`src/power_seq_pkg.sv`:
```
// Constants, register map and carrier types for the power output and panel sequencer.
// Assumes a 250 MHz core clock and a 32-bit AXI4-Lite register bus.
`default_nettype none
package power_seq_pkg;
  localparam int CLK_PERIOD_NS = 4;
  localparam int TICK_PERIOD_US = 500;
  localparam int TICK_CYCLES = TICK_PERIOD_US * 1000 / CLK_PERIOD_NS;
  localparam int DELAY_W = 9;
  localparam int BOOT_DELAY_US = 250000;
  localparam int RESUME_DELAY_0_US = 250000;
  localparam int RESUME_DELAY_1_US = 125000;
  localparam int RESUME_DELAY_2_US = 62500;
  localparam int RESUME_DELAY_3_US = 0;
  localparam int PANEL_STEP_0_US = 10000;
  localparam int PANEL_STEP_1_US = 30000;
  localparam int PANEL_STEP_2_US = 60000;
  localparam int PANEL_STEP_3_US = 90000;
  localparam logic [DELAY_W-1:0] BOOT_TICKS = DELAY_W'(BOOT_DELAY_US / TICK_PERIOD_US);
  // Register indices; byte address is four times the index
  localparam logic [11:0] IDX_ON_PWR = 12'h0C6;
  localparam logic [11:0] IDX_DOZE_PWR = 12'h0C7;
  localparam logic [11:0] IDX_SLEEP_PWR = 12'h0C8;
  localparam logic [11:0] IDX_SUSPEND_PWR = 12'h0C9;
  localparam logic [11:0] IDX_POLARITY = 12'h0CA;
  localparam logic [11:0] IDX_OUTPUT = 12'h0CB;
  localparam logic [11:0] IDX_PANEL_MODE = 12'h0D0;
  localparam logic [11:0] IDX_STATUS = 12'h0D1;
  localparam logic [11:0] IDX_RESUME = 12'h0DD;
  // Field positions
  localparam int BIT_RAM_SUPPLY = 7;
  localparam int BIT_SYS_SUPPLY = 2;
  localparam int BIT_PANEL_POWER = 1;
  localparam int BIT_LOGIC_POL = 0;
  localparam int BIT_PANEL_BIAS_POLARITY = 1;
  localparam int BIT_SEQ_UP = 0;
  localparam int BIT_SEQ_DN = 1;
  localparam int LSB_SEQ_DLY = 2;
  // Values after reset
  localparam logic [7:0] RST_ON_PWR = 8'h86;
  localparam logic [7:0] RST_DOZE_PWR = 8'h86;
  localparam logic [7:0] RST_SLEEP_PWR = 8'h84;
  localparam logic [7:0] RST_SUSPEND_PWR = 8'h80;
  localparam logic [7:0] RST_POLARITY = 8'h03;
  localparam logic [7:0] RST_OUTPUT = 8'h00;
  localparam logic [7:0] RST_PANEL_MODE = 8'h00;
  localparam logic [7:0] RST_RESUME = 8'h00;
  localparam logic [1:0] RESP_OKAY = 2'h0;
  localparam logic [1:0] RESP_SLVERR = 2'h2;

  typedef enum logic [2:0] {
    PM_ON = 3'b000, PM_DOZE = 3'b001, PM_SLEEP = 3'b010, PM_SUSPEND = 3'b011, PM_OFF = 3'b100
  } pm_state_type;

  typedef struct packed {
    logic level;
    logic oe_n;
  } pin_drive_type;
endpackage : power_seq_pkg
`default_nettype wire

```
`src/delay_timer.sv`:
```
// Delay timer counting fixed half-millisecond ticks of the core clock.
// Assumes a single clock; a start pulse restarts the count from i_load.
`default_nettype none
module delay_timer #(
  parameter int TICK_CYCLES = power_seq_pkg::TICK_CYCLES,
  parameter int DELAY_W     = power_seq_pkg::DELAY_W
) (
  input  wire logic               i_clk,
  input  wire logic               i_rst,
  input  wire logic               i_start,
  input  wire logic [DELAY_W-1:0] i_load,
  output logic                    o_done
);
  if (TICK_CYCLES < 2 || DELAY_W < 1) begin : g_bad_params
    $error("delay_timer: bad parameters");
  end

  logic [31:0]        pre_reg, pre_next;
  logic [DELAY_W-1:0] count_reg, count_next;
  logic               busy_reg, busy_next;
  logic               done_reg, done_next;

  // Ticks come from a prescaler so durations do not depend on CPU speed
  always_comb begin
    pre_next = pre_reg;
    count_next = count_reg;
    busy_next = busy_reg;
    done_next = 1'b0;
    if (i_start) begin
      pre_next = 32'h0;
      count_next = i_load;
      busy_next = 1'b1;
    end else if (busy_reg) begin
      if (count_reg == '0) begin
        done_next = 1'b1;
        busy_next = 1'b0;
      end else if (pre_reg == 32'(TICK_CYCLES - 1)) begin
        pre_next = 32'h0;
        count_next = count_reg - 1'b1;
      end else begin
        pre_next = pre_reg + 32'h1;
      end
    end
  end

  always_ff @(posedge i_clk or posedge i_rst) begin
    if (i_rst) begin
      pre_reg <= 32'h0;
      count_reg <= '0;
      busy_reg <= 1'b0;
      done_reg <= 1'b0;
    end else begin
      pre_reg <= pre_next;
      count_reg <= count_next;
      busy_reg <= busy_next;
      done_reg <= done_next;
    end
  end

  assign o_done = done_reg;
endmodule : delay_timer
`default_nettype wire

```
`src/power_output_and_panel_sequencer.sv`:
```
// Power output and panel sequencer: supply enables, resume delay, panel power sequencing.
// Assumes the power manager state arrives on the core clock; power good is an async pin.
// Functional notes
// - System and RAM enables are fixed active high
// - Polarity bit D0 sets panel logic enable polarity
// - Panel enables float after hard reset
// - RAM follows D7, system follows D2
// - OFF state forces system and RAM low
// - One power register per non-off state
// - Cleared doze panel bit turns panel off
// - System pins float until power good
// - Boot waits fixed 250 ms after power good
// - Resume delay selectable 250/125/62.5/0 ms
// - Panel enables come from panel sequencer only
// - Polarity bit 1 active high, 0 low
// - Panel enables driven only while panel powered
// - Sequenced up: logic, wait, signals, wait, bias
// - Unsequenced up: everything switches at once
// - Sequenced down: bias, signals, logic, same delay
// - Suspend does not wait for panel power-down done; it is reported on O_PANEL_DOWN_DONE and in the status panel state field
// - Sequenced power-down takes 20 to 180 ms
// - System enable asserted at resume start
`default_nettype none
module power_output_and_panel_sequencer #(
  parameter int TICK_CYCLES = power_seq_pkg::TICK_CYCLES
) (
  input  wire logic        I_CLK,
  input  wire logic        I_SYS_RST,
  input  wire logic [2:0]  I_PM_STATE,
  input  wire logic        I_SYSTEM_POWER_GOOD,
  input  wire logic [11:0] I_AWADDR,
  input  wire logic        I_AWVALID,
  output logic             O_AWREADY,
  input  wire logic [31:0] I_WDATA,
  input  wire logic [3:0]  I_WSTRB,
  input  wire logic        I_WVALID,
  output logic             O_WREADY,
  output logic [1:0]       O_BRESP,
  output logic             O_BVALID,
  input  wire logic        I_BREADY,
  input  wire logic [11:0] I_ARADDR,
  input  wire logic        I_ARVALID,
  output logic             O_ARREADY,
  output logic [31:0]      O_RDATA,
  output logic [1:0]       O_RRESP,
  output logic             O_RVALID,
  input  wire logic        I_RREADY,
  output logic             O_SYSTEM_SUPPLY_ENABLE,
  output logic             O_RAM_SUPPLY_ENABLE,
  output logic             O_SYSTEM_PINS_OE_N,
  output logic             O_EXECUTION_ENABLE,
  output logic             O_PANEL_LOGIC_SUPPLY_ENABLE,
  output logic             O_PANEL_LOGIC_SUPPLY_ENABLE_OE_N,
  output logic             O_PANEL_BIAS_SUPPLY_ENABLE,
  output logic             O_PANEL_BIAS_SUPPLY_ENABLE_OE_N,
  output logic             O_PANEL_SIGNALS_ENABLE,
  output logic             O_PANEL_DOWN_DONE
);
  localparam int DW = power_seq_pkg::DELAY_W;

  typedef enum logic [1:0] {
    EX_WAIT_PG = 2'b00, EX_DELAY = 2'b01, EX_RUN = 2'b10, EX_PARKED = 2'b11
  } exec_state_type;

  typedef enum logic [2:0] {
    PN_OFF = 3'b000, PN_UP_LOGIC = 3'b001, PN_UP_SIGNALS = 3'b010, PN_ON = 3'b011,
    PN_DN_BIAS = 3'b100, PN_DN_SIGNALS = 3'b101
  } panel_state_type;

  // Maps a byte address to a register slot, 15 when unmapped
  function automatic logic [3:0] decode(input logic [11:0] addr);
    logic [11:0] idx;
    idx = {2'b00, addr[11:2]};
    if (addr[1:0] != 2'b00) decode = 4'hF;
    else if (idx >= power_seq_pkg::IDX_ON_PWR && idx <= power_seq_pkg::IDX_OUTPUT)
      decode = 4'(idx - power_seq_pkg::IDX_ON_PWR);
    else if (idx == power_seq_pkg::IDX_PANEL_MODE) decode = 4'h6;
    else if (idx == power_seq_pkg::IDX_STATUS) decode = 4'h7;
    else if (idx == power_seq_pkg::IDX_RESUME) decode = 4'h8;
    else decode = 4'hF;
  endfunction : decode

  // Half-millisecond ticks for a two-bit resume delay choice
  function automatic logic [DW-1:0] resume_ticks(input logic [1:0] sel);
    case (sel)
      2'h0: resume_ticks = DW'(power_seq_pkg::RESUME_DELAY_0_US / power_seq_pkg::TICK_PERIOD_US);
      2'h1: resume_ticks = DW'(power_seq_pkg::RESUME_DELAY_1_US / power_seq_pkg::TICK_PERIOD_US);
      2'h2: resume_ticks = DW'(power_seq_pkg::RESUME_DELAY_2_US / power_seq_pkg::TICK_PERIOD_US);
      default: resume_ticks = DW'(power_seq_pkg::RESUME_DELAY_3_US / power_seq_pkg::TICK_PERIOD_US);
    endcase
  endfunction : resume_ticks

  function automatic logic [DW-1:0] step_ticks(input logic [1:0] sel);
    case (sel)
      2'h0: step_ticks = DW'(power_seq_pkg::PANEL_STEP_0_US / power_seq_pkg::TICK_PERIOD_US);
      2'h1: step_ticks = DW'(power_seq_pkg::PANEL_STEP_1_US / power_seq_pkg::TICK_PERIOD_US);
      2'h2: step_ticks = DW'(power_seq_pkg::PANEL_STEP_2_US / power_seq_pkg::TICK_PERIOD_US);
      default: step_ticks = DW'(power_seq_pkg::PANEL_STEP_3_US / power_seq_pkg::TICK_PERIOD_US);
    endcase
  endfunction : step_ticks

  // Power good synchroniser
  logic pg_meta_reg, pg_sync_reg;
  always_ff @(posedge I_CLK or posedge I_SYS_RST) begin
    if (I_SYS_RST) begin
      pg_meta_reg <= 1'b0;
      pg_sync_reg <= 1'b0;
    end else begin
      pg_meta_reg <= I_SYSTEM_POWER_GOOD;
      pg_sync_reg <= pg_meta_reg;
    end
  end

  // Register file and AXI4-Lite slave
  logic [7:0]  pwr_reg [4];
  logic [7:0]  pwr_next [4];
  logic [7:0]  pol_reg, pol_next, out_reg, out_next;
  logic [7:0]  mode_reg, mode_next, resume_reg, resume_next;
  logic [11:0] awaddr_reg, awaddr_next;
  logic [31:0] wdata_reg, wdata_next;
  logic        wstrb0_reg, wstrb0_next;
  logic        have_aw_reg, have_aw_next, have_w_reg, have_w_next;
  logic        bvalid_reg, bvalid_next, arready_reg, arready_next, rvalid_reg, rvalid_next;
  logic [1:0]  bresp_reg, bresp_next, rresp_reg, rresp_next;
  logic [31:0] rdata_reg, rdata_next;
  logic [7:0]  status;
  logic [3:0]  wslot, rslot;
  exec_state_type  ex_reg, ex_next;
  panel_state_type pn_reg, pn_next;

  always_comb begin
    pwr_next = pwr_reg;
    pol_next = pol_reg;
    out_next = out_reg;
    mode_next = mode_reg;
    resume_next = resume_reg;
    awaddr_next = awaddr_reg;
    wdata_next = wdata_reg;
    wstrb0_next = wstrb0_reg;
    have_aw_next = have_aw_reg;
    have_w_next = have_w_reg;
    bvalid_next = bvalid_reg;
    bresp_next = bresp_reg;
    arready_next = arready_reg;
    rvalid_next = rvalid_reg;
    rresp_next = rresp_reg;
    rdata_next = rdata_reg;
    wslot = decode(awaddr_reg);
    rslot = decode(I_ARADDR);
    if (I_AWVALID && !have_aw_reg) begin
      awaddr_next = I_AWADDR;
      have_aw_next = 1'b1;
    end
    if (I_WVALID && !have_w_reg) begin
      wdata_next = I_WDATA;
      wstrb0_next = I_WSTRB[0];
      have_w_next = 1'b1;
    end
    if (bvalid_reg && I_BREADY) bvalid_next = 1'b0;
    if (have_aw_reg && have_w_reg && !bvalid_reg) begin
      have_aw_next = 1'b0;
      have_w_next = 1'b0;
      bvalid_next = 1'b1;
      bresp_next = (wslot == 4'hF) ? power_seq_pkg::RESP_SLVERR : power_seq_pkg::RESP_OKAY;
      if (wstrb0_reg) begin
        case (wslot)
          4'h0, 4'h1, 4'h2, 4'h3: pwr_next[wslot[1:0]] = wdata_reg[7:0];
          4'h4: pol_next = wdata_reg[7:0];
          4'h5: out_next = wdata_reg[7:0];
          4'h6: mode_next = wdata_reg[7:0];
          4'h8: resume_next = {6'h00, wdata_reg[1:0]};
          default: ;
        endcase
      end
    end
    if (rvalid_reg && I_RREADY) begin
      rvalid_next = 1'b0;
      arready_next = 1'b1;
    end
    if (I_ARVALID && arready_reg) begin
      arready_next = 1'b0;
      rvalid_next = 1'b1;
      rresp_next = (rslot == 4'hF) ? power_seq_pkg::RESP_SLVERR : power_seq_pkg::RESP_OKAY;
      case (rslot)
        4'h0, 4'h1, 4'h2, 4'h3: rdata_next = {24'h0, pwr_reg[rslot[1:0]]};
        4'h4: rdata_next = {24'h0, pol_reg};
        4'h5: rdata_next = {24'h0, out_reg};
        4'h6: rdata_next = {24'h0, mode_reg};
        4'h7: rdata_next = {24'h0, status};
        4'h8: rdata_next = {24'h0, resume_reg};
        default: rdata_next = 32'h0;
      endcase
    end
  end

  always_ff @(posedge I_CLK or posedge I_SYS_RST) begin
    if (I_SYS_RST) begin
      pwr_reg[0] <= power_seq_pkg::RST_ON_PWR;
      pwr_reg[1] <= power_seq_pkg::RST_DOZE_PWR;
      pwr_reg[2] <= power_seq_pkg::RST_SLEEP_PWR;
      pwr_reg[3] <= power_seq_pkg::RST_SUSPEND_PWR;
      pol_reg <= power_seq_pkg::RST_POLARITY;
      out_reg <= power_seq_pkg::RST_OUTPUT;
      mode_reg <= power_seq_pkg::RST_PANEL_MODE;
      resume_reg <= power_seq_pkg::RST_RESUME;
      awaddr_reg <= 12'h000;
      wdata_reg <= 32'h0000_0000;
      wstrb0_reg <= 1'b0;
      have_aw_reg <= 1'b0;
      have_w_reg <= 1'b0;
      bvalid_reg <= 1'b0;
      bresp_reg <= power_seq_pkg::RESP_OKAY;
      arready_reg <= 1'b1;
      rvalid_reg <= 1'b0;
      rresp_reg <= power_seq_pkg::RESP_OKAY;
      rdata_reg <= 32'h0000_0000;
    end else begin
      pwr_reg <= pwr_next;
      pol_reg <= pol_next;
      out_reg <= out_next;
      mode_reg <= mode_next;
      resume_reg <= resume_next;
      awaddr_reg <= awaddr_next;
      wdata_reg <= wdata_next;
      wstrb0_reg <= wstrb0_next;
      have_aw_reg <= have_aw_next;
      have_w_reg <= have_w_next;
      bvalid_reg <= bvalid_next;
      bresp_reg <= bresp_next;
      arready_reg <= arready_next;
      rvalid_reg <= rvalid_next;
      rresp_reg <= rresp_next;
      rdata_reg <= rdata_next;
    end
  end

  assign O_AWREADY = ~have_aw_reg;
  assign O_WREADY = ~have_w_reg;
  assign O_BVALID = bvalid_reg;
  assign O_BRESP = bresp_reg;
  assign O_ARREADY = arready_reg;
  assign O_RVALID = rvalid_reg;
  assign O_RRESP = rresp_reg;
  assign O_RDATA = rdata_reg;

  // Execution gate: wait for power good, then the boot or resume delay
  logic          pm_off, pm_low, boot_reg, boot_next, ex_start, ex_done;
  logic [DW-1:0] ex_load;
  logic          exec_out_reg;
  assign pm_off = (I_PM_STATE == power_seq_pkg::PM_OFF);
  assign pm_low = pm_off || (I_PM_STATE == power_seq_pkg::PM_SUSPEND);

  always_comb begin
    ex_next = ex_reg;
    boot_next = boot_reg;
    ex_start = 1'b0;
    ex_load = boot_reg ? power_seq_pkg::BOOT_TICKS : resume_ticks(resume_reg[1:0]);
    case (ex_reg)
      EX_WAIT_PG: begin
        if (pm_low && !boot_reg) ex_next = EX_PARKED;
        else if (pg_sync_reg) begin
          ex_start = 1'b1;
          ex_next = EX_DELAY;
        end
      end
      EX_DELAY: begin
        if (!pg_sync_reg) ex_next = EX_WAIT_PG;
        else if (ex_done) begin
          boot_next = 1'b0;
          ex_next = EX_RUN;
        end
      end
      EX_RUN: if (pm_low) ex_next = EX_PARKED;
      EX_PARKED: if (!pm_low) ex_next = EX_WAIT_PG;
      default: ex_next = EX_WAIT_PG;
    endcase
  end

  always_ff @(posedge I_CLK or posedge I_SYS_RST) begin
    if (I_SYS_RST) begin
      ex_reg <= EX_WAIT_PG;
      boot_reg <= 1'b1;
    end else begin
      ex_reg <= ex_next;
      boot_reg <= boot_next;
    end
  end

  delay_timer #(.TICK_CYCLES(TICK_CYCLES), .DELAY_W(DW)) u_exec_timer (
    .i_clk   (I_CLK),
    .i_rst   (I_SYS_RST),
    .i_start (ex_start),
    .i_load  (ex_load),
    .o_done  (ex_done)
  );

  // Panel power sequencing
  logic          panel_req, seq_up, seq_dn, pn_start, pn_done;
  logic [7:0]    cur_pwr;
  logic [DW-1:0] pn_load;
  assign cur_pwr = pm_off ? 8'h00 : pwr_reg[I_PM_STATE[1:0]];
  assign panel_req = cur_pwr[power_seq_pkg::BIT_PANEL_POWER];
  assign seq_up = mode_reg[power_seq_pkg::BIT_SEQ_UP];
  assign seq_dn = mode_reg[power_seq_pkg::BIT_SEQ_DN];
  assign pn_load = step_ticks(mode_reg[power_seq_pkg::LSB_SEQ_DLY +: 2]);

  always_comb begin
    pn_next = pn_reg;
    pn_start = 1'b0;
    case (pn_reg)
      PN_OFF: begin
        if (panel_req && seq_up) begin
          pn_next = PN_UP_LOGIC;
          pn_start = 1'b1;
        end else if (panel_req) pn_next = PN_ON;
      end
      PN_UP_LOGIC: begin
        if (!panel_req) pn_next = PN_OFF;
        else if (pn_done) begin
          pn_next = PN_UP_SIGNALS;
          pn_start = 1'b1;
        end
      end
      PN_UP_SIGNALS: begin
        if (!panel_req) pn_next = PN_OFF;
        else if (pn_done) pn_next = PN_ON;
      end
      PN_ON: begin
        if (!panel_req && seq_dn) begin
          pn_next = PN_DN_BIAS;
          pn_start = 1'b1;
        end else if (!panel_req) pn_next = PN_OFF;
      end
      PN_DN_BIAS: begin
        if (pn_done) begin
          pn_next = PN_DN_SIGNALS;
          pn_start = 1'b1;
        end
      end
      PN_DN_SIGNALS: if (pn_done) pn_next = PN_OFF;
      default: pn_next = PN_OFF;
    endcase
  end

  always_ff @(posedge I_CLK or posedge I_SYS_RST) begin
    if (I_SYS_RST) pn_reg <= PN_OFF;
    else pn_reg <= pn_next;
  end

  delay_timer #(.TICK_CYCLES(TICK_CYCLES), .DELAY_W(DW)) u_panel_timer (
    .i_clk   (I_CLK),
    .i_rst   (I_SYS_RST),
    .i_start (pn_start),
    .i_load  (pn_load),
    .o_done  (pn_done)
  );

  // Registered pin drives
  power_seq_pkg::pin_drive_type logic_pin_reg, logic_pin_next, bias_pin_reg, bias_pin_next;
  logic sys_en_reg, sys_en_next, ram_en_reg, ram_en_next, sig_reg, sig_next;
  logic pins_oe_n_reg, down_done_reg, down_done_next;

  always_comb begin
    sys_en_next = cur_pwr[power_seq_pkg::BIT_SYS_SUPPLY];
    ram_en_next = cur_pwr[power_seq_pkg::BIT_RAM_SUPPLY];
    logic_pin_next.level = pol_reg[power_seq_pkg::BIT_LOGIC_POL];
    bias_pin_next.level = pol_reg[power_seq_pkg::BIT_PANEL_BIAS_POLARITY];
    logic_pin_next.oe_n = (pn_next == PN_OFF);
    bias_pin_next.oe_n = (pn_next != PN_ON);
    sig_next = (pn_next == PN_UP_SIGNALS) || (pn_next == PN_ON) || (pn_next == PN_DN_BIAS);
    down_done_next = (pn_next == PN_OFF);
  end

  always_ff @(posedge I_CLK or posedge I_SYS_RST) begin
    if (I_SYS_RST) begin
      sys_en_reg <= 1'b0;
      ram_en_reg <= 1'b0;
      logic_pin_reg <= '{level: 1'b0, oe_n: 1'b1};
      bias_pin_reg <= '{level: 1'b0, oe_n: 1'b1};
      sig_reg <= 1'b0;
      pins_oe_n_reg <= 1'b1;
      exec_out_reg <= 1'b0;
      down_done_reg <= 1'b1;
    end else begin
      sys_en_reg <= sys_en_next;
      ram_en_reg <= ram_en_next;
      logic_pin_reg <= logic_pin_next;
      bias_pin_reg <= bias_pin_next;
      sig_reg <= sig_next;
      pins_oe_n_reg <= ~pg_sync_reg;
      exec_out_reg <= (ex_next == EX_RUN);
      down_done_reg <= down_done_next;
    end
  end

  assign status = {pn_reg, pg_sync_reg, exec_out_reg, I_PM_STATE};
  assign O_SYSTEM_SUPPLY_ENABLE = sys_en_reg;
  assign O_RAM_SUPPLY_ENABLE = ram_en_reg;
  assign O_SYSTEM_PINS_OE_N = pins_oe_n_reg;
  assign O_EXECUTION_ENABLE = exec_out_reg;
  assign O_PANEL_LOGIC_SUPPLY_ENABLE = logic_pin_reg.level;
  assign O_PANEL_LOGIC_SUPPLY_ENABLE_OE_N = logic_pin_reg.oe_n;
  assign O_PANEL_BIAS_SUPPLY_ENABLE = bias_pin_reg.level;
  assign O_PANEL_BIAS_SUPPLY_ENABLE_OE_N = bias_pin_reg.oe_n;
  assign O_PANEL_SIGNALS_ENABLE = sig_reg;
  assign O_PANEL_DOWN_DONE = down_done_reg;
endmodule : power_output_and_panel_sequencer
`default_nettype wire

```
`config.mk`:
```
export PLATFORM = sky130hd
export DESIGN_NAME = power_output_and_panel_sequencer
export DESIGN_NICKNAME = d
export VERILOG_FILES = /design/src/power_seq_pkg.sv /design/src/delay_timer.sv /design/src/power_output_and_panel_sequencer.sv
export SDC_FILE = /design/constraint.sdc
export NUM_CORES = 1
export LEC_CHECK = 0
export BUFFER_PORTS_ARGS = -buffer_cell sky130_fd_sc_hd__buf_2
export CAP_MARGIN = 10
export CORE_MARGIN = 2
export CORE_UTILIZATION = 40
export DETAILED_ROUTE_END_ITERATION = 16
export GPL_ROUTABILITY_DRIVEN = 0
export HOLD_SLACK_MARGIN = 0.1
export PLACE_DENSITY = 0.55
export SYNTH_ARGS = -nofsm -noshare
export SYNTH_HDL_FRONTEND = slang
export SYNTH_SLANG_ARGS = --single-unit
```
`constraint.sdc`:
```
create_clock -name I_CLK -period 11.5 [get_ports I_CLK]
set_input_delay 0.575 -clock I_CLK [delete_from_list [all_inputs] [get_ports I_CLK]]
set_output_delay 0.575 -clock I_CLK [all_outputs]
set_load 0.01 [all_outputs]
```
==> run metrics <==
number of instances in the synthesized netlist 1,044; total number of vias roughly 8,000; status completed; largest fanout on the critical path 17; Antenna Cells 0; total routed wirelength roughly 25,000 µm; type of origin of the critical path flip-flop; HPWL Detailed around 17,000 µm; count of synthesis-stage warnings from yosys 0; starting density of the core about two fifths; clk sink count about 200; Yosys top cell area share between 40% and 50%; Max VDD drop between 100 and 150 µV; Core Rows 59; post-layout minimum cycle time around 3.2 ns; worst clock skew on the final layout ~0.016 ns; total die area about 0.028 mm²; remaining routing DRC violations 0; crit end category flip-flop; proportion of register bits with asynchronous set or reset after synthesis 100%; count of flip-flops with a built-in enable after synthesis 0; top post-synthesis cells by count sky130_fd_sc_hd__dfrtp_1, sky130_fd_sc_hd__mux2_2, sky130_fd_sc_hd__nor2_1; count of port buffers added during placement just under 70; power density normalized to cell area 149 mW/mm²; part of the cycle the worst path needs 27.9%; Synth area leaders sky130_fd_sc_hd__dfrtp_1, sky130_fd_sc_hd__mux2_2, sky130_fd_sc_hd__dfstp_2; final-stage net count 1,174; Gates resized, CTS repair 0; leftover overflow at the end of global routing 0; Max Transition Viols Final 0; portion of the post-synthesis area used by sequential elements between 40% and 50%; fraction of final layout cells with drive strength greater than 1 a little over a fifth; Std-Cell Core Area 0.0260 mm²; Vert. Die Dim around 170 µm; average routed wire per standard cell 17.5 µm; setup repair after global routing missed its margin no; flip-flop cell with the highest count after synthesis sky130_fd_sc_hd__dfrtp_1; Global Route Usage Sum 18.4%; most common cell in the netlist sky130_fd_sc_hd__dfrtp_1; vias in the first global route between 7,000 and 8,000; CTS H-tree depth 4; Inserted Clock Buffers 17; Maximum Capacitance Violations 0; relative slew slack between 20% and 30%; # setup viols final 0; drt pass-1 iters 5; post-synthesis sequential element count around 200; Post-Synthesis Cell Area around 0.011 mm²; TNS Setup 0 ns; hold crit path type in -> reg; antenna violations before repair 0; CTS Root Buffer Type sky130_fd_sc_hd__clkbuf_16; Layout area overhead 11.0%; mean instance size in the synthesized netlist 10.1 µm²; actual transition at the worst max-transition pin roughly 1.1 ns; global-route wire length before repair between 40,000 and 50,000 µm; Die W ~170 µm; CTS tree built; final std cell area, no fill about 0.012 mm²; maximum number of pins on one net before global-route repair approximately 120; data required time of the critical path 11.83 ns; placed insts ~1,400; Worst EP arrival 3.54 ns; placed instance area 0.0111 mm²; detailed-route vias per instance about 5.6; Post-DRT Antenna Nets 0; worst-case clock buffer depth 2; worst skew pair latency between 0.4 and 0.5 ns; number of top-level pins roughly 120; DRC violation total after the first TritonRoute iteration between 600 and 700; final hold violation count 0; library cell with the largest summed area after synthesis sky130_fd_sc_hd__dfrtp_1; setup fix buffers added after clock tree synthesis 0; number of distinct library cell variants in the gate-level netlist after synthesis 74; leak pwr 5.03 nW; class of the most critical setup path reg -> reg; fmax between 300 and 400 MHz; number of standard cells in the final layout excluding fillers 1,436; hold buffers post-CTS 0; clock transition at the register clock pins on the worst setup and hold paths after CTS around 0.09 ns
==> report_power, final <==
| part | switching [mW] | internal (mW) |
|---|---|---|
| Clock | 0.330 | 0.304 |
| Combinational | 0.135 | 0.115 |
| Sequential | 0.101 | 0.764 |
==> per-stage QoR <==
| step | power (mW) | setup WS, ns | hold WS (ns) | utilization [%] |
|---|---|---|---|---|
| after global placement | 1.13 | 8.28 | 0.341 | 42.7 |
| after detailed placement | 1.13 | 8.31 | 0.341 | 42.7 |
| after global routing | 1.85 | 8.03 | 0.217 | 45.2 |
| final | 1.75 | 8.29 | 0.237 | 45.2 |
| after floorplan | 1.05 | 5.58 | 0.331 | - |
| after CTS | 1.77 | 8.27 | 0.220 | 45.2 |
==> cells by family after synthesis <==
logic type      count (synthesis)  synth area share [%]
xor+xnor                       40                  3.31
flops                         197                  46.8
fa+ha+maj                      15                  1.78
simple gates                  397                  21.2
other cells                     1                0.0355
mux                            95                  10.4
buf+inv                        99                  4.58
compound gates                200                  12.0
==> placed cells by master (no fill, tap or decap), types with 10 or more instances in the layout <==
cell,instances
sky130_fd_sc_hd__dfrtp_1,181
sky130_fd_sc_hd__mux2_2,85
sky130_fd_sc_hd__nor2_1,75
sky130_fd_sc_hd__buf_2,68
sky130_fd_sc_hd__o21ai_0,64
sky130_fd_sc_hd__nand3_1,61
sky130_fd_sc_hd__a21oi_1,50
sky130_fd_sc_hd__nand2_1,48
sky130_fd_sc_hd__nand4_1,29
sky130_fd_sc_hd__conb_1,26
sky130_fd_sc_hd__xor2_1,25
sky130_fd_sc_hd__nor4_1,24
sky130_fd_sc_hd__or3_1,21
sky130_fd_sc_hd__inv_1,20
sky130_fd_sc_hd__nor3_1,18
sky130_fd_sc_hd__a31oi_1,18
sky130_fd_sc_hd__and3_1,17
sky130_fd_sc_hd__clkbuf_16,17
sky130_fd_sc_hd__dfstp_2,16
sky130_fd_sc_hd__and2_1,15
sky130_fd_sc_hd__xnor2_1,15
sky130_fd_sc_hd__ha_1,15
sky130_fd_sc_hd__nand2b_1,14
sky130_fd_sc_hd__nor2b_1,14
sky130_fd_sc_hd__buf_4,10
==> path summary, 6_finish.rpt <==
kind | from | end | slack (ns) | depth (start not counted)
max | u_exec_timer.pre_reg[0] | u_exec_timer.count_reg[6] | 8.29 | 8
min | I_SYSTEM_POWER_GOOD | pg_meta_reg | 0.24 | 1
max reg2reg | u_exec_timer.pre_reg[0] | u_exec_timer.count_reg[6] | 8.29 | 8
min reg2reg | pg_meta_reg | pg_sync_reg | 0.36 | 0
max in group asynchronous | I_SYS_RST | O_PANEL_BIAS_SUPPLY_ENABLE | 9.74 | 3
min in group asynchronous | I_SYS_RST | u_panel_timer.count_reg[5] | 0.25 | 2
==> cell type report <==
type / instances / area (µm²)
fillers: 2528 / 14200
multi-input cells: 773 / 5230
flip-flops and latches: 197 / 4950
clock buffers: 17 / 425
well taps: 335 / 419
repair buffers: 78 / 415
clock inverters: 15 / 211
inverters: 21 / 86.3
==> per-layer routing <==
metal / track usage (%) / vias up / wire length, µm
li1: - / 3887 / -
met1: 25.9 / 3982 / 12100
met2: 29.6 / 120 / 12000
met3: 3.16 / 18 / 678
met4: 4.84 / 0 / 361
met5: 0 / - / 0
==> critical path: stages (launching register included) <==
cell                      delay, ns
sky130_fd_sc_hd__dfrtp_1       0.42
sky130_fd_sc_hd__ha_1          0.21
sky130_fd_sc_hd__and2_1        0.43
sky130_fd_sc_hd__nand3_1       0.18
sky130_fd_sc_hd__or4_1         0.69
sky130_fd_sc_hd__nand2_1       0.56
sky130_fd_sc_hd__buf_4         0.34
sky130_fd_sc_hd__nand2_1       0.07
sky130_fd_sc_hd__a22o_1        0.18
Note: power is estimated with default switching activity, not from simulation.
